===== config.mk =====
export PLATFORM = sky130hd
export DESIGN_NAME = urx_receiver
export DESIGN_NICKNAME = d
export VERILOG_FILES = /design/src/shared/urx_pkg.sv /design/src/verilog/urx_fifo2.sv /design/src/verilog/urx_receiver.sv
export VERILOG_INCLUDE_DIRS = /design/src /design/src/shared
export SDC_FILE = /design/constraint.sdc
export NUM_CORES = 1
export LEC_CHECK = 0
export ABC_AREA = 1
export BUFFER_PORTS_ARGS = -buffer_cell sky130_fd_sc_hd__clkbuf_2
export CORE_UTILIZATION = 50
export CTS_CLUSTER_SIZE = 20
export DETAILED_ROUTE_END_ITERATION = 7
export PLACE_DENSITY = 0.76
export SETUP_SLACK_MARGIN = 0.3
export SLEW_MARGIN = 25
export SYNTH_ARGS = -nofsm -noshare
export SYNTH_HDL_FRONTEND = slang
export SYNTH_HIERARCHICAL = 1
export SYNTH_SLANG_ARGS = --single-unit

===== constraint.sdc =====
create_clock -name clock -period 1.8 [get_ports clock]
set_clock_uncertainty 0.05 [all_clocks]
set_input_delay 0.27 -clock clock [delete_from_list [all_inputs] [get_ports clock]]
set_output_delay 0.27 -clock clock [all_outputs]
set_load 0.005 [all_outputs]

===== src/shared/urx_map.svh =====
// urx_map.svh: constants of the serial receiver (rates, sample points,
// frame sizes, reset values).
// assumes: included by bare name from design files; definitions only.
`ifndef URX_MAP_SVH
`define URX_MAP_SVH

// samples per bit, normal and double speed
`define URX_OSR_NORMAL 5'h10
`define URX_OSR_DOUBLE 5'h08

// first of the three centre samples used for the vote
`define URX_VOTE_NORMAL 5'h08
`define URX_VOTE_DOUBLE 5'h04

// distance from first to last vote sample
`define URX_VOTE_SPAN 5'h02

// sample number given to the first low sample of a start bit
`define URX_FIRST_SAMPLE 5'h01

// character size code that selects nine data bits
`define URX_CHSZ_NINE 3'h7
`define URX_NINE_BITS 4'h9
`define URX_MIN_BITS 4'h5

// buffer depth and levels
`define URX_BUF_FULL 2'h2

// reset values
`define URX_LINE_IDLE 1'h1
`define URX_CNT_IDLE 5'h00

`endif


===== src/shared/urx_pkg.sv =====
// urx_pkg: types shared by the serial receiver and its buffer.
// assumes: compiled before every design file.
package urx_pkg;

   // receiver sequencer states
   typedef enum logic [2:0] {
      URX_IDLE,
      URX_START,
      URX_DATA,
      URX_PARITY,
      URX_STOP
   } urx_state_e;

   // configuration bits held by software elsewhere
   typedef struct packed {
      logic receiver_enable;
      logic double_speed_select;
      logic parity_enable_bit;
      logic parity_odd_select;
      logic stop_bit_count_select;
      logic [2:0] char_size;
      logic rx_complete_irq_enable;
      logic global_irq_enable;
   } urx_cfg_s;

   // one buffered character with its status
   typedef struct packed {
      logic [7:0] data;
      logic received_ninth_bit;
      logic frame_error_flag;
      logic overrun_flag;
      logic parity_error_flag;
   } urx_entry_s;

endpackage


===== src/verilog/urx_fifo2.sv =====
// urx_fifo2: two-entry receive buffer, head entry held in a register.
// assumes: single clock; flush empties it in one cycle.
`timescale 1ns/1ns
`default_nettype none
`include "urx_map.svh"

module urx_fifo2 (
   // clock and reset
   input wire logic clock,
   input wire logic rst,
   input wire logic flush,
   // filling side
   input wire logic in_valid,
   output logic in_ready,
   input wire urx_pkg::urx_entry_s in_entry,
   // draining side
   input wire logic out_ready,
   output logic out_valid,
   output urx_pkg::urx_entry_s out_entry,
   output logic [1:0] level
);
   import urx_pkg::*;

   urx_entry_s slot [0:1];
   urx_entry_s next_slot [0:1];
   logic [1:0] next_level;
   logic do_push;
   logic do_pop;
   logic wr_idx;

   // handshakes; full refuses new words, so the source must hold them
   assign in_ready = (level != `URX_BUF_FULL) && !flush;
   assign out_valid = (level != 2'h0);
   assign do_push = in_valid && in_ready;
   assign do_pop = out_valid && out_ready && !flush;
   assign out_entry = slot[0];

   // pop shifts the tail forward, push fills the first free slot
   always_comb begin
      next_level = level;
      for (int i = 0; i < 2; i++) begin
         next_slot[i] = slot[i];
      end
      wr_idx = 1'h0;
      if (do_pop) begin
         next_slot[0] = slot[1];
         next_level = level - 2'h1;
      end
      if (do_push) begin
         wr_idx = next_level[0];
         next_slot[wr_idx] = in_entry;
         next_level = next_level + 2'h1;
      end
      if (flush) begin
         next_level = 2'h0;
      end
   end

   // registers only
   always_ff @(posedge clock or posedge rst) begin
      if (rst) begin
         level <= 2'h0;
         slot[0] <= '0;
         slot[1] <= '0;
      end else begin
         level <= next_level;
         slot[0] <= next_slot[0];
         slot[1] <= next_slot[1];
      end
   end

endmodule
`default_nettype wire


===== src/verilog/urx_receiver.sv =====
// urx_receiver: receive side of a serial port: start detection,
// majority-vote data recovery, parity check, two-entry buffer, status.
// assumes: sample_tick pulses at 16x (8x double speed) baud, same clock.
`timescale 1ns/1ns
`default_nettype none
`include "urx_map.svh"

// Functional notes
// - complete flag is one exactly while the buffer holds unread data.
// - clearing receiver enable flushes the buffer, complete flag drops.
// - interrupt requested while flag, its enable and global enable are set.
// - a data read pops one character; handlers must read to clear.
// - error flags travel with their character; read status before data.
// - software writes to error flag positions have no effect.
// - no error flag drives any interrupt.
// - frame error shows the first stop bit of the head character.
// - only the first stop bit is checked, whatever the stop count.
// - overrun when buffer full, shifter waiting, and a new start seen.
// - overrun clears when a frame moves from shifter into buffer.
// - parity error reads zero while parity checking is off.
// - upper parity bit enables checking, lower picks odd or even.
// - parity of data compared with parity bit, result stored with data.
// - parity error set only if checking was on when received.
// - disable stops at once, drops frame, flushes, releases the pin.
// - sampling runs at 16x baud, or 8x in double speed.
// - first low sample is 1; start voted on 8,9,10 or 4,5,6.
// - two or more high validation samples reject the start as noise.
// - bit phase realigns on every valid start bit.
// - 16 or 8 states per bit; bits by vote of three centre samples.
// - stop bit voted alike; a low stop sets frame error.
// - the frame moves to the buffer at the first stop bit.
// - unused upper data bits of short frames read zero.
module urx_receiver (
   // clock and reset
   input wire logic clock,
   input wire logic rst,
   // configuration and sample rate
   input wire urx_pkg::urx_cfg_s cfg,
   input wire logic sample_tick,
   // software access
   input wire logic data_read,
   // serial pin
   input wire logic rxd_pin,
   output logic rxd_override,
   // status and data
   output logic rx_complete_flag,
   output logic frame_error_flag,
   output logic overrun_flag,
   output logic parity_error_flag,
   output logic received_ninth_bit,
   output logic [7:0] serial_data_register,
   output logic rx_complete_irq
);
   import urx_pkg::*;

   // pin synchroniser
   logic line_s1;
   logic line_s2;

   // sequencer state
   urx_state_e state;
   urx_state_e next_state;
   logic [4:0] cnt;
   logic [4:0] next_cnt;
   logic [3:0] bit_idx;
   logic [3:0] next_bit_idx;
   logic [8:0] shreg;
   logic [8:0] next_shreg;
   logic [1:0] votes;
   logic [1:0] next_votes;
   logic last_smp;
   logic next_last_smp;
   logic par_bit;
   logic next_par_bit;

   // completed frame waiting for buffer room
   urx_entry_s pend;
   urx_entry_s next_pend;
   logic pend_vld;
   logic next_pend_vld;
   logic ovr;
   logic next_ovr;

   // derived values
   logic [4:0] osr;
   logic [4:0] vote_last;
   logic [3:0] nbits;
   logic [4:0] cnt_inc;
   logic vote;
   logic at_vote;
   logic at_end;
   logic start_det;
   logic done;
   logic ovr_set;
   logic xfer;
   urx_entry_s frame;
   urx_entry_s push_entry;

   // buffer side
   logic fifo_in_ready;
   logic fifo_out_valid;
   logic [1:0] fifo_level;
   urx_entry_s head;

   // two flops before anything looks at the pin
   always_ff @(posedge clock or posedge rst) begin
      if (rst) begin
         line_s1 <= `URX_LINE_IDLE;
         line_s2 <= `URX_LINE_IDLE;
      end else begin
         line_s1 <= rxd_pin;
         line_s2 <= line_s1;
      end
   end

   // rate and frame size; later stop bits are never looked at
   assign osr = cfg.double_speed_select ? `URX_OSR_DOUBLE
                                        : `URX_OSR_NORMAL;
   assign vote_last = (cfg.double_speed_select ? `URX_VOTE_DOUBLE
                       : `URX_VOTE_NORMAL) + `URX_VOTE_SPAN;
   assign nbits = (cfg.char_size == `URX_CHSZ_NINE) ? `URX_NINE_BITS
                  : ({2'h0, cfg.char_size[1:0]} + `URX_MIN_BITS);
   assign cnt_inc = cnt + 5'h01;
   assign at_end = sample_tick && (cnt == osr);
   assign at_vote = sample_tick && !at_end && (cnt_inc == vote_last);

   // majority of the three centre samples, newest from the pin
   assign vote = (votes[1] & votes[0]) | (votes[1] & line_s2)
                 | (votes[0] & line_s2);

   // idle-high to low transition seen on a sample tick
   assign start_det = sample_tick && (state == URX_IDLE) && last_smp
                      && !line_s2 && cfg.receiver_enable;

   // full buffer, frame waiting, new start: data is being lost
   assign ovr_set = start_det && pend_vld && !fifo_in_ready;
   assign done = at_vote && (state == URX_STOP);
   assign xfer = pend_vld && fifo_in_ready;

   // shifter cleared at start, so short frames read zero above
   always_comb begin
      frame = '0;
      frame.data = shreg[7:0];
      frame.received_ninth_bit = shreg[8];
      frame.frame_error_flag = !vote;
      frame.parity_error_flag = cfg.parity_enable_bit
         & (^shreg ^ par_bit ^ cfg.parity_odd_select);
      push_entry = pend;
      push_entry.overrun_flag = ovr;
   end

   // sequencer next state
   always_comb begin
      next_state = state;
      next_cnt = cnt;
      next_bit_idx = bit_idx;
      next_shreg = shreg;
      next_votes = votes;
      next_last_smp = last_smp;
      next_par_bit = par_bit;
      if (sample_tick) begin
         next_last_smp = line_s2;
         next_votes = {votes[0], line_s2};
      end
      unique case (state)
         URX_IDLE: begin
            next_cnt = `URX_CNT_IDLE;
            if (start_det) begin
               next_state = URX_START;
               next_cnt = `URX_FIRST_SAMPLE;
               next_shreg = '0;
               next_bit_idx = 4'h0;
            end
         end
         URX_START: begin
            if (at_vote && vote) begin
               next_state = URX_IDLE; // noise spike
               next_cnt = `URX_CNT_IDLE;
            end else if (at_end) begin
               next_state = URX_DATA; // phase set by this start
               next_cnt = `URX_FIRST_SAMPLE;
            end else if (sample_tick) begin
               next_cnt = cnt_inc;
            end
         end
         URX_DATA: begin
            if (at_vote) begin
               next_shreg[bit_idx] = vote;
            end
            if (at_end) begin
               next_cnt = `URX_FIRST_SAMPLE;
               if (bit_idx == nbits - 4'h1) begin
                  next_state = cfg.parity_enable_bit ? URX_PARITY
                                                     : URX_STOP;
               end else begin
                  next_bit_idx = bit_idx + 4'h1;
               end
            end else if (sample_tick) begin
               next_cnt = cnt_inc;
            end
         end
         URX_PARITY: begin
            if (at_vote) begin
               next_par_bit = vote;
            end
            if (at_end) begin
               next_state = URX_STOP;
               next_cnt = `URX_FIRST_SAMPLE;
            end else if (sample_tick) begin
               next_cnt = cnt_inc;
            end
         end
         URX_STOP: begin
            // finish right after the vote so an early start is seen
            if (done) begin
               next_state = URX_IDLE;
               next_cnt = `URX_CNT_IDLE;
            end else if (sample_tick) begin
               next_cnt = cnt_inc;
            end
         end
      endcase
      if (!cfg.receiver_enable) begin
         next_state = URX_IDLE; // frame in progress dropped
         next_cnt = `URX_CNT_IDLE;
         next_last_smp = `URX_LINE_IDLE;
      end
   end

   // sequencer registers
   always_ff @(posedge clock or posedge rst) begin
      if (rst) begin
         state <= URX_IDLE;
         cnt <= `URX_CNT_IDLE;
         bit_idx <= 4'h0;
         shreg <= 9'h000;
         votes <= 2'h3;
         last_smp <= `URX_LINE_IDLE;
         par_bit <= 1'h0;
      end else begin
         state <= next_state;
         cnt <= next_cnt;
         bit_idx <= next_bit_idx;
         shreg <= next_shreg;
         votes <= next_votes;
         last_smp <= next_last_smp;
         par_bit <= next_par_bit;
      end
   end

   // held frame; one finishing while it still waits is the lost one
   always_comb begin
      next_pend = pend;
      next_pend_vld = pend_vld;
      if (xfer) begin
         next_pend_vld = 1'h0;
      end
      if (done && (!pend_vld || xfer)) begin
         next_pend = frame;
         next_pend_vld = 1'h1;
      end
      // a set in the same cycle as the clear wins
      next_ovr = (ovr && !xfer) || ovr_set;
      if (!cfg.receiver_enable) begin
         next_pend_vld = 1'h0;
         next_ovr = 1'h0;
      end
   end

   // waiting frame registers
   always_ff @(posedge clock or posedge rst) begin
      if (rst) begin
         pend <= '0;
         pend_vld <= 1'h0;
         ovr <= 1'h0;
      end else begin
         pend <= next_pend;
         pend_vld <= next_pend_vld;
         ovr <= next_ovr;
      end
   end

   // receive buffer; a read pops, disable flushes
   urx_fifo2 u_buf (
      .clock(clock),
      .rst(rst),
      .flush(!cfg.receiver_enable),
      .in_valid(pend_vld),
      .in_ready(fifo_in_ready),
      .in_entry(push_entry),
      .out_ready(data_read),
      .out_valid(fifo_out_valid),
      .out_entry(head),
      .level(fifo_level)
   );

   // head entry status; no write path, so writes cannot touch it
   assign rx_complete_flag = fifo_out_valid;
   assign frame_error_flag = fifo_out_valid && head.frame_error_flag;
   assign overrun_flag = fifo_out_valid && head.overrun_flag;
   assign parity_error_flag = fifo_out_valid && cfg.parity_enable_bit
                              && head.parity_error_flag;
   assign received_ninth_bit = head.received_ninth_bit;
   assign serial_data_register = head.data;
   assign rxd_override = cfg.receiver_enable;

   // only the complete flag reaches the interrupt line
   assign rx_complete_irq = rx_complete_flag && cfg.rx_complete_irq_enable
                            && cfg.global_irq_enable;
endmodule
`default_nettype wire


* Yosys cells after proc, flatten, opt, wreduce, memory -nomap -nowiden
Index checks and enable logic that the tools add are counted.
Widths: inputs -> output; s select.
** Storage, ports and cells
- Register bits after elaboration :: 66
- Latch bits :: 0
- Bits in writable memories :: 0
- Memory bits (read-only) :: 0
- Output and inout bits :: 15
- Logic and storage cells :: 153
- Memories kept :: 0
** Operators by class
- $add $sub $neg :: 7
- Multipliers :: 0
- Div/mod/pow operators :: 0
- Magnitude comparators :: 4
- Equal/unequal tests :: 21
- Shift operators :: 0
- Mux-type cells :: 44
- Bitwise logic cells :: 9
- Reduce and logical (&&, ||, !) cells :: 42
** Operator list (count)
- $mux 5 :: 6
- $mux 3 :: 9
- $logic_and 1x1->1 :: 25
- $bwmux 24 :: 1
- $mux 12 :: 2
- $mux 24 :: 1
- $mux 4 :: 5
- $pmux 5 s4 :: 1
- $mux 9 :: 2
- $pmux 9 s2 :: 1
- $ne 3x3->1 const B :: 5
- $pmux 3 s5 :: 1
- $demux 12 s1 :: 1
- $eq 5x5->1 :: 2
- $ne 2x2->1 const B :: 5
- $bwmux 9 :: 1
- $reduce_xor 9->1 :: 1
- $mux 1 :: 8
- $pmux 4 s2 :: 1
- $eq 3x2->1 const B :: 2
- $eq 3x3->1 const B :: 2
- $logic_not 1->1 :: 6
- $mux 2 :: 3
- $reduce_and 6->1 :: 1
- other kinds (28) :: 35

* Depth between registers and ports, before layout
Gate-level depths: netlist of the first run.
- Word-level depth :: 11
- Gate-level depth with buffers :: 18
- Mapped depth without buffers :: 18

* Cells and area by module
Netlist of the first run, hierarchy kept.
** By module, submodules not included
- urx_receiver :: instances 1, cells an instance 344, area each 2486.1 um^2, seq. area each 1007.2 um^2
- urx_fifo2 :: instances 1, cells an instance 169, area each 1426.4 um^2, seq. area each 650.6 um^2

* Least setup slack after synthesis of the first run
Ideal clock, no wire load.
- Path kind :: register to register
- Start point :: reg cnt[0]
- End point :: reg pend[0] (netlist name)
- Setup time :: 0.118 ns
- Data arrival time :: 1.792 ns
- Setup slack :: -0.160 ns
- Stages on the path, launching flop included :: 15
- Path buffers :: 1
- Cells stage by stage :: dfrtp_1 > ha_1 > nand2_2 > nor2_1 > nor2_1 > nand2_2 > nor2_4 > nand2_2 > inv_2 > nand2_2 > a21oi_4 > inv_4 > buf_6 > nand2_1 > nand2_1
** On the way
- Longest elaborated chain between the ends :: 7
** RTL lines
- start: declaration :: RTL line urx_receiver.sv:63 : logic [4:0] cnt;
- start signal: assignment :: RTL line urx_receiver.sv:234 : cnt <= `URX_CNT_IDLE;
- start signal: assignment :: RTL line urx_receiver.sv:242 : cnt <= next_cnt;
- branches (longest 4 deep; another with $add 5x1->5)
- $logic_and 1x1->1 * :: RTL line urx_receiver.sv:125 : assign at_vote = sample_tick && !at_end && (cnt_inc == vote_last);
- $logic_and 1x1->1 * :: RTL line urx_receiver.sv:137 : assign done = at_vote && (state == URX_STOP);
- $logic_and 1x1->1 * :: RTL line urx_receiver.sv:258 : if (done && (!pend_vld || xfer)) begin
- end signal: assignment :: RTL line urx_receiver.sv:277 : pend <= next_pend;
- end: declaration :: RTL line urx_receiver.sv:77 : urx_entry_s pend;
Mark *: on every way between the ends.
A chain may end at the register's enable or synchronous reset.

* Final worst setup path of the first run
- Start point :: reg cnt[1]
- End point :: reg pend[11] (netlist name)
Same word-level chain as after synthesis.

==> impl_metrics.env, run 1 <==
export IMPL_clk_pin_slew_worst_paths_ps=80
export IMPL_drv_cap=0
export IMPL_crit_slowest_cell="dfrtp_1"
export IMPL_yosys_top_cells_area="dfrtp_1 (39%), nand2_1 (15%), inv_1 (7.2%)"
export IMPL_synth_area_um2=3913
export IMPL_final_core_util_pct=75.68
export IMPL_crit_required_ps=1980
export IMPL_min_period_ps=1968
export IMPL_htree_levels=3
export IMPL_core_area_um2=7408
export IMPL_r2r_start="cnt[1]$_DFF_PP0_"
export IMPL_grt_pass1_vias=3516
export IMPL_initial_core_util_pct=52.81
export IMPL_post_synth_top_area_cell="dfrtp_1"
export IMPL_async_reset_ff_share_pct=100.0
export IMPL_synthCells=513
export IMPL_grt_start_max_net_pins=41
export IMPL_startpoint_type="register"
export IMPL_finalCritPeriodShare_pct=109.3
export IMPL_hold_end="cnt[2]$_DFF_PP0_"
export IMPL_p_sw_w=0.001610
export IMPL_synth_enable_flop_cells=0
export IMPL_yosysTopAreaCellShare_pct=39.02
export IMPL_num_vias=3711
export IMPL_worst_setup_path_type="register to register"
export IMPL_setup_viol=28
export IMPL_syn_nets=541
export IMPL_clock_sinks=66
export IMPL_yosysSeqAreaShare_pct=42.37
export IMPL_whs_path_depth=4
export IMPL_setup_slack_ps=-168.1
export IMPL_drt_iter0_drc=149
export IMPL_worstSetupEndpointType="register"
export IMPL_peakVddDrop_mv=0.6687
export IMPL_post_drt_wl_per_cell_um=15.91
export IMPL_drcViolationCount=0
export IMPL_drtAntennaViolNets=0
export IMPL_wl_mm=11.18
export IMPL_grt_ovfl_total=0
export IMPL_leakagePower_nw=2.913
export IMPL_finalHoldViolCount=0
export IMPL_drive_gt1_share_pct=43.87
export IMPL_post_route_cell_area_um2=5607
export IMPL_clock_latency_ps=340
export IMPL_cts_buffers=9
export IMPL_viasPerCell=5.279
export IMPL_synth_most_common_cell="nand2_1"
export IMPL_max_freq_mhz=508.1
export IMPL_synthFlopType="dfrtp_1"
export IMPL_numPortBuffers=28
export IMPL_p_int_w=0.003006
export IMPL_yosysWarnings=6
export IMPL_die_area_um2=8183
export IMPL_powerDensity_nw_per_um2=823.3
export IMPL_rsz0062_at_grt="true"
export IMPL_dpl_instance_area_um2=4324
export IMPL_antennaDiodeCount=0
export IMPL_place_inst=644
export IMPL_rr_endpoint="pend[11]$_DFFE_PP0P_"
export IMPL_syn2layout_area_growth_pct=43.30
export IMPL_violations="negative setup slack"
export IMPL_gp_congestion=0.8732
export IMPL_comb_power_share_pct=32.3
export IMPL_dr_pass1_iters=5
export IMPL_outcome="finished with violations"
export IMPL_clockBufferDepth=2
export IMPL_reg2reg_depth=13
export IMPL_worst_pin_slew_ps=507.6
export IMPL_grt_usage_pct=24.36
export IMPL_root_buffer="clkbuf_8"
export IMPL_sw_frac_of_total_pct=34.87
export IMPL_hold_class="input pin to register"
export IMPL_fill_cells=460
export IMPL_slew_headroom_pct=66.16
export IMPL_dp_hpwl_mm=5.461
export IMPL_ys_types=36
export IMPL_dp_worst_setup_slack_ps=-162.9
export IMPL_nNetsFinal=627
export IMPL_cpPeakStageDelay_ps=430
export IMPL_cp_max_fo=13
export IMPL_final_cells=703
export IMPL_crit_chain="inv_2 -> buf_4 -> buf_4 -> ha_1 -> nand2_2 -> nor2_4 -> nand2_4 -> inv_4 -> nand2_4 -> a21oi_4 -> inv_4 -> nand2_1 -> nand2_2"
export IMPL_grt_first_pass_wirelength_mm=15.87
export IMPL_final_max_slew_viol_count=0
export IMPL_cts_tree="built"
export IMPL_p_clk_share_pct=30.7
export IMPL_ios=30
export IMPL_min_delay_start="sample_tick"
export IMPL_die_width_um=90.46
export IMPL_std_cell_rows=31
export IMPL_crit_arrival_ps=2150
export IMPL_syn_avg_cell_area_um2=7.627
export IMPL_ys_top_cells_by_count="nand2_1 (155), inv_1 (75), dfrtp_1 (61)"
export IMPL_ys_seq_elements=66
export IMPL_die_y_um=90.46
export IMPL_antenna_found_initial=0
export IMPL_p_seq_share_pct=36.9
export IMPL_reg2reg_setup_slack_ps=-170
[cells by family (layout without fill, tap and decap cells)]
kind of cell               count (synthesis)  after routing  share of synthesized area [%]
and+or+nand+nor                          246            246                          27.57
buffers and inverters                    106            197                          12.44
AOI/OAI and AO/OA                         71             71                          11.00
DFF                                       66             66                          42.37
adders and majority gates                 13             13                          4.157
xor gates and xnor gates                  11             11                          2.462
[power groups by stage]
stage / registers [W] / logic, W / clock network (W)
final: 0.00170 / 0.00149 / 0.00142
after global routing: 0.00171 / 0.00163 / 0.00151
after CTS: 0.00168 / 0.00125 / 0.00144
after detailed placement: 0.00171 / 0.00104 / 0
after global placement: 0.00170 / 0.00101 / 0
after floorplan: 0.00171 / 0.000813 / 0
[repair_timing]
action | CTS | global route
pin swaps | 28 | 31
buffers inserted | 26 | 8
resized for setup | 104 | 80
hold buffers | 2 | 0
hold endpoints to repair | 31 | 0
endpoints found under the setup margin | 66 | 66
cloned | 4 | 3
[worst max path at each step]
stage                                start                    to  slack [ps]  depth (start not counted)
after floorplan           cnt[0]$_DFF_PP0_   pend[0]$_DFFE_PP0P_         -90                         14
after global placement              cfg[3]  state[0]$_DFFE_PP0P_        -110                         17
after detailed placement            cfg[3]  state[0]$_DFFE_PP0P_        -160                         17
after CTS                 cnt[0]$_DFF_PP0_   pend[2]$_DFFE_PP0P_        -100                         13
after global routing      cnt[1]$_DFF_PP0_  pend[11]$_DFFE_PP0P_        -250                         13
final                     cnt[1]$_DFF_PP0_  pend[11]$_DFFE_PP0P_        -170                         13
[worst max-delay path: cells and delay by family, from the launching register on]
family | cells | cell delay [ps]
DFF | 1 | 430
adders and majority gates | 1 | 160
buffers and inverters | 5 | 470
AOI/OAI and AO/OA | 1 | 180
and+or+nand+nor | 6 | 560
[per-layer routing]
layer | GRT usage [%] | wire length, µm | vias up
li1 | - | - | 1764
met1 | 27.70 | 4264 | 1774
met2 | 45.52 | 6082 | 146
met3 | 4.966 | 508 | 27
met4 | 7.124 | 327 | 0
met5 | 0 | 0 | -
[cell usage in the layout, fill, tap and decap left out, drive strengths merged, types with 5 or more instances in the layout]
cell | synthesis | final
nand4 | 7 | 7
a21oi | 6 | 6
nor2 | 34 | 34
ha | 13 | 13
xnor2 | 7 | 7
o21ai | 62 | 62
nand3 | 34 | 34
clkbuf | 3 | 39
dfstp | 5 | 5
nand2 | 161 | 161
inv | 80 | 82
dfrtp | 61 | 61
buf | 21 | 67
clkinv | 2 | 5
[cell type report]
cell class,instances,area (µm²),area share (%)
multi-input combinational,341,2341,41.75
tap,99,123.9,2.209
clock buffer,9,123.9,2.209
timing repair buffer,99,937.1,16.72
clock inverter,7,100.1,1.785
inverter,82,321.6,5.735
sequential,66,1659,29.59
[stage by stage]
step,setup TNS [ps],power (W),hold WS (ps)
floorplan,-1055,0.002518,224.5
global placement,-629.6,0.002716,277.0
detailed placement,-1648,0.002756,283.2
CTS,-1265,0.004365,188.9
global route,-5269,0.004859,236.2
finish,-2331,0.004616,198.2
[flip-flops by register name, summed over array words and instances (netlist names)]
| name | flops |
|---|---|
| bit_idx | 4 |
| cnt | 5 |
| last_smp | 1 |
| line_s1 | 1 |
| line_s2 | 1 |
| ovr | 1 |
| par_bit | 1 |
| pend | 11 |
| pend_vld | 1 |
| shreg | 9 |
| state | 3 |
| u_buf/level | 2 |
| u_buf/out_entry | 12 |
| u_buf/slot | 12 |
| votes | 2 |
Power figures use the tool's default switching activity.
==> inputs of run 2 (changes only) <==
--- a/config.mk
+++ b/config.mk
@@ -8,11 +8,11 @@
 export LEC_CHECK = 0
 export ABC_AREA = 1
 export BUFFER_PORTS_ARGS = -buffer_cell sky130_fd_sc_hd__clkbuf_2
-export CORE_UTILIZATION = 50
+export CORE_UTILIZATION = 54
 export CTS_CLUSTER_SIZE = 20
 export DETAILED_ROUTE_END_ITERATION = 7
-export PLACE_DENSITY = 0.76
-export SETUP_SLACK_MARGIN = 0.3
+export PLACE_DENSITY = 0.81
+export SETUP_SLACK_MARGIN = 0.05
 export SLEW_MARGIN = 25
 export SYNTH_ARGS = -nofsm -noshare
 export SYNTH_HDL_FRONTEND = slang
==> impl_metrics.env, run 2 (synthesized netlist as in run 1, its figures left out) <==
export IMPL_cp_endpoint="shreg[0]$_DFFE_PP0P_"
export IMPL_die_area_um2=7590
export IMPL_dp_hpwl_mm=5.637
export IMPL_sw_frac_of_total_pct=35.07
export IMPL_peakVddDrop_mv=0.6296
export IMPL_antennaDiodeCount=0
export IMPL_critPathLaunch="cnt[0]$_DFF_PP0_"
export IMPL_cts_tree="built"
export IMPL_grt_first_pass_wirelength_mm=13.59
export IMPL_numPortBuffers=28
export IMPL_clk_pin_slew_worst_paths_ps=80
export IMPL_post_route_cell_area_um2=5005
export IMPL_worst_pin_slew_ps=520.5
export IMPL_startpoint_type="register"
export IMPL_setup_viol=26
export IMPL_outcome="finished with violations"
export IMPL_die_y_um=87.12
export IMPL_grt_ovfl_total=0
export IMPL_cp_max_fo=8
export IMPL_drt_iter0_drc=237
export IMPL_grt_start_max_net_pins=41
export IMPL_initial_core_util_pct=56.65
export IMPL_p_int_w=0.002832
export IMPL_r2r_start="cnt[0]$_DFF_PP0_"
export IMPL_rsz0062_at_grt="true"
export IMPL_final_max_slew_viol_count=0
export IMPL_clockBufferDepth=2
export IMPL_post_drt_wl_per_cell_um=14.30
export IMPL_dpl_instance_area_um2=4249
export IMPL_cts_buffers=9
export IMPL_drtAntennaViolNets=0
export IMPL_finalHoldViolCount=0
export IMPL_core_area_um2=6907
export IMPL_final_cell_mix="nand2_1 (134), inv_1 (66), dfrtp_1 (60), buf_4 (40)"
export IMPL_layout_commonest_cell="nand2_1"
export IMPL_p_clk_share_pct=29.4
export IMPL_num_vias=3587
export IMPL_p_seq_share_pct=39.0
export IMPL_worstSetupEndpointType="register"
export IMPL_crit_arrival_ps=2210
export IMPL_worst_setup_path_type="register to register"
export IMPL_drv_cap=0
export IMPL_slew_headroom_pct=65.30
export IMPL_finalCritPeriodShare_pct=111.0
export IMPL_violations="negative setup slack"
export IMPL_drcViolationCount=0
export IMPL_met3_usage_pct=4.455
export IMPL_root_buffer="clkbuf_8"
export IMPL_grt_pass1_vias=3092
export IMPL_viasPerCell=5.275
export IMPL_setup_tns_ps=-3289
export IMPL_antenna_found_initial=0
export IMPL_fill_cells=510
export IMPL_use_met2_pct=40.87
export IMPL_min_period_ps=1997
export IMPL_rr_endpoint="shreg[0]$_DFFE_PP0P_"
export IMPL_p_sw_w=0.001530
export IMPL_dr_pass1_iters=5
export IMPL_clock_sinks=66
export IMPL_setup_slack_ps=-197.2
export IMPL_reg2reg_setup_slack_ps=-200
export IMPL_max_freq_mhz=500.7
export IMPL_ios=30
export IMPL_powerDensity_nw_per_um2=871.6
export IMPL_leakagePower_nw=2.520
export IMPL_die_width_um=87.12
export IMPL_reg2reg_depth=11
export IMPL_gp_congestion=0.8908
export IMPL_comb_power_share_pct=31.6
export IMPL_syn2layout_area_growth_pct=27.92
export IMPL_nNetsFinal=607
export IMPL_grt_busiest_layer="met2"
export IMPL_crit_required_ps=2020
export IMPL_wl_mm=9.726
export IMPL_htree_levels=3
export IMPL_drive_gt1_share_pct=33.90
export IMPL_std_cell_rows=30
export IMPL_hold_class="input pin to register"
export IMPL_clock_latency_ps=350
export IMPL_grt_usage_pct=23.02
export IMPL_use_met1_pct=27.58
export IMPL_whs_path_depth=2
-- run 2: worst max-delay path, cell delays in order (launching register included) --
cell,delay [ps]
dfrtp_2,450
ha_4,190
nand2_4,110
nand2_2,80
nor2_2,100
nand2_1,70
nand2_2,100
nand2_4,90
o21ai_4,210
buf_12,160
nand3_1,120
o21ai_2,190
-- run 2: area by class of cell --
type / instances / area (µm²) / share of cell area (%)
multi-input cells: 342 / 2100 / 41.95
flip-flops and latches: 66 / 1659 / 33.15
repair buffers: 77 / 593.1 / 11.85
inverters: 82 / 322.8 / 6.450
clock buffers: 10 / 137.6 / 2.750
well taps: 96 / 120.1 / 2.400
clock inverters: 6 / 66.31 / 1.325
repair inverters: 1 / 6.256 / 0.1250
-- run 2: repair_timing --
action,CTS,global route
cloned,0,4
gates resized for setup,20,74
endpoints found under the setup margin,36,61
hold endpoints to repair,29,0
buffers inserted,4,16
pin swaps,1,25
hold buffers,2,0
-- run 2: power groups by stage --
stage / logic, W / registers, W / clock network, W
global placement: 0.000970 / 0.00171 / 0
global route: 0.00151 / 0.00171 / 0.00136
floorplan: 0.000767 / 0.00171 / 0
finish: 0.00138 / 0.00170 / 0.00128
detailed placement: 0.00101 / 0.00171 / 0
CTS: 0.00109 / 0.00169 / 0.00128
-- run 2: worst min path at each step --
stage                start                       end
4_1_cts        sample_tick      votes[1]$_DFFE_PP1P_
6_report       sample_tick      votes[0]$_DFFE_PP1P_
5_1_grt        sample_tick      votes[0]$_DFFE_PP1P_
2_1_floorplan      rxd_pin         line_s1$_DFF_PP1_
3_5_place_dp           rst  u_buf/level[0]$_DFF_PP0_
3_3_place_gp           rst  u_buf/level[0]$_DFF_PP0_
-- run 2: metal layers --
layer | routed length (µm) | up-vias
li1 | - | 1721
met1 | 3860 | 1706
met2 | 5106 | 128
met3 | 439 | 32
met4 | 320 | 0
met5 | 0 | -
-- run 2: through the flow --
step	power (W)	cells	util (%)	hold WS, ps	setup WS [ps]
after floorplan	0.002472	513	-	224.5	-94.61
after detailed placement	0.002723	639	61.52	287.9	-225.0
final	0.004362	680	72.46	121.2	-197.2
after global routing	0.004575	680	72.46	135.1	-303.5
after CTS	0.004058	661	65.87	117.1	-52.80
after global placement	0.002676	639	61.52	275.2	-162.8
==> inputs of run 3 (changes only) <==
--- a/config.mk
+++ b/config.mk
@@ -8,6 +8,7 @@
 export LEC_CHECK = 0
 export ABC_AREA = 1
 export BUFFER_PORTS_ARGS = -buffer_cell sky130_fd_sc_hd__clkbuf_2
+export CORE_ASPECT_RATIO = 1.75
 export CORE_UTILIZATION = 54
 export CTS_CLUSTER_SIZE = 20
 export DETAILED_ROUTE_END_ITERATION = 7
==> impl_metrics.env, run 3 (synthesized netlist as in run 1, its figures left out) <==
export IMPL_powerDensity_nw_per_um2=971.3
export IMPL_crit_chain="ha_4 -> nand2_4 -> nor2_2 -> nor2_1 -> nand2_2 -> nor2_4 -> nand2_4 -> buf_4 -> nand2_4 -> inv_2 -> nor2_4 -> nand2_2 -> nand3_2 -> nand2_1"
export IMPL_worst_setup_path_type="register to register"
export IMPL_syn2layout_area_growth_pct=28.91
export IMPL_rsz0062_at_grt="true"
export IMPL_totalPowerFinal_w=0.004899
export IMPL_drcViolationCount=0
export IMPL_fill_cells=468
export IMPL_finalCritPeriodShare_pct=114.4
export IMPL_antennaDiodeCount=0
export IMPL_dpl_instance_area_um2=4287
export IMPL_clockBufferDepth=2
export IMPL_leakagePower_nw=2.587
export IMPL_ios=30
export IMPL_setup_tns_ps=-5085
export IMPL_violations="negative setup slack"
export IMPL_std_cell_rows=40
export IMPL_peakVddDrop_mv=1.055
export IMPL_die_width_um=66.35
export IMPL_place_inst=634
export IMPL_multi_input_area_um2=2062
export IMPL_cp_common_cell="nand2_4"
export IMPL_worstSetupEndpointType="register"
export IMPL_p_int_w=0.003376
export IMPL_drtAntennaViolNets=0
export IMPL_antenna_found_initial=0
export IMPL_clock_latency_ps=330
export IMPL_layout_commonest_cell="nand2_1"
export IMPL_post_route_cell_area_um2=5044
export IMPL_p_sw_w=0.001523
export IMPL_crit_required_ps=1960
export IMPL_gp_congestion=0.8941
export IMPL_sw_frac_of_total_pct=31.10
export IMPL_die_y_um=114.6
export IMPL_viasPerCell=5.403
export IMPL_num_vias=3609
export IMPL_worst_hold_slack_ps=150.7
export IMPL_initial_core_util_pct=56.24
export IMPL_setup_slack_ps=-258.9
export IMPL_root_buffer="clkbuf_16"
export IMPL_clock_sinks=66
export IMPL_worst_pin_slew_ps=526.1
export IMPL_cts_tree="built"
export IMPL_grt_first_pass_wirelength_mm=13.79
export IMPL_post_drt_wl_per_cell_um=14.64
export IMPL_dr_pass1_iters=5
export IMPL_comb_power_share_pct=26.8
export IMPL_cp_max_fo=4
export IMPL_grt_pass1_vias=3374
export IMPL_finalHoldViolCount=0
export IMPL_final_max_slew_viol_count=0
export IMPL_slew_headroom_pct=64.92
export IMPL_crit_slowest_cell="dfrtp_2"
export IMPL_cts_buffers=9
export IMPL_hold_class="input pin to register"
export IMPL_crit_arrival_ps=2220
export IMPL_grt_usage_pct=23.91
export IMPL_setup_viol=28
export IMPL_max_freq_mhz=485.7
export IMPL_dp_hpwl_mm=5.674
export IMPL_final_cells=668
export IMPL_wl_mm=9.781
export IMPL_p_seq_share_pct=34.8
export IMPL_drt_iter0_drc=216
export IMPL_startpoint_type="register"
export IMPL_min_period_ps=2059
export IMPL_clk_pin_slew_worst_paths_ps=50
export IMPL_grt_start_max_net_pins=41
export IMPL_outcome="finished with violations"
export IMPL_core_area_um2=6957
export IMPL_regArea_um2=1659
export IMPL_final_cell_mix="nand2_1 (125), inv_1 (70), dfrtp_1 (60), buf_4 (40), clkbuf_2 (28)"
export IMPL_die_area_um2=7603
export IMPL_drv_cap=0
export IMPL_nNetsFinal=607
export IMPL_grt_ovfl_total=0
export IMPL_numPortBuffers=28
export IMPL_htree_levels=3
export IMPL_drive_gt1_share_pct=32.36
export IMPL_cpPeakStageDelay_ps=450
export IMPL_p_clk_share_pct=38.4
-- run 3: final timing paths --
path / from / end / slack (ps) / depth (start not counted)
min: sample_tick / votes[1]$_DFFE_PP1P_ / 150 / 2
max reg2reg: cnt[0]$_DFF_PP0_ / state[0]$_DFFE_PP0P_ / -260 / 14
max in group asynchronous: rst / cnt[0]$_DFF_PP0_ / 760 / 4
min in group asynchronous: rst / u_buf/level[0]$_DFF_PP0_ / 470 / 4
max: cnt[0]$_DFF_PP0_ / state[0]$_DFFE_PP0P_ / -260 / 14
min reg2reg: line_s1$_DFF_PP1_ / line_s2$_DFF_PP1_ / 300 / 0
-- run 3: area by class of cell --
| type | instances | area share, % |
|---|---|---|
| multi-input cells | 342 | 40.88 |
| inverters | 82 | 6.326 |
| clock inverters | 4 | 1.488 |
| flip-flops and latches | 66 | 32.90 |
| repair inverters | 1 | 0.2233 |
| repair buffers | 77 | 11.21 |
| well taps | 84 | 2.084 |
| clock buffers | 12 | 4.887 |
-- run 3: power by group through the flow --
stage	logic [W]	clock network, W	registers, W
6_report	0.00132	0.00188	0.00170
4_1_cts	0.00115	0.00190	0.00169
3_5_place_dp	0.00103	0	0.00172
2_1_floorplan	0.000767	0	0.00171
5_1_grt	0.00144	0.00196	0.00172
3_3_place_gp	0.000998	0	0.00171
-- run 3: repair_timing --
item	4_1_cts	5_1_grt
hold buffers	2	0
resized for setup	35	58
pin swaps	12	20
endpoints found under the hold margin	27	0
gates cloned	0	2
setup buffers	5	11
setup endpoints to repair	34	60
-- run 3: worst max-delay path, delay by kind of cell (launching register included) --
kind / cells / cell delay (ps)
buf+inv: 2 / 200
fa+ha+maj: 1 / 180
flops: 1 / 450
simple gates: 11 / 1060
-- run 3: through the flow --
stage | worst slack (ps) | utilization [%]
3_5_place_dp | -272.6 | 61.62
2_1_floorplan | -94.61 | -
3_3_place_gp | -172.0 | 61.62
5_1_grt | -341.9 | 72.50
4_1_cts | -114.3 | 68.49
6_report | -258.9 | 72.50
-- run 3: layer usage --
| metal | vias to the layer above | part of all wire (%) | track usage [%] |
|---|---|---|---|
| li1 | 1723 | - | - |
| met1 | 1717 | 35 | 21.94 |
| met2 | 116 | 55 | 45.58 |
| met3 | 53 | 3.8 | 5.080 |
| met4 | 0 | 5.8 | 14.47 |
| met5 | - | 0 | 0 |
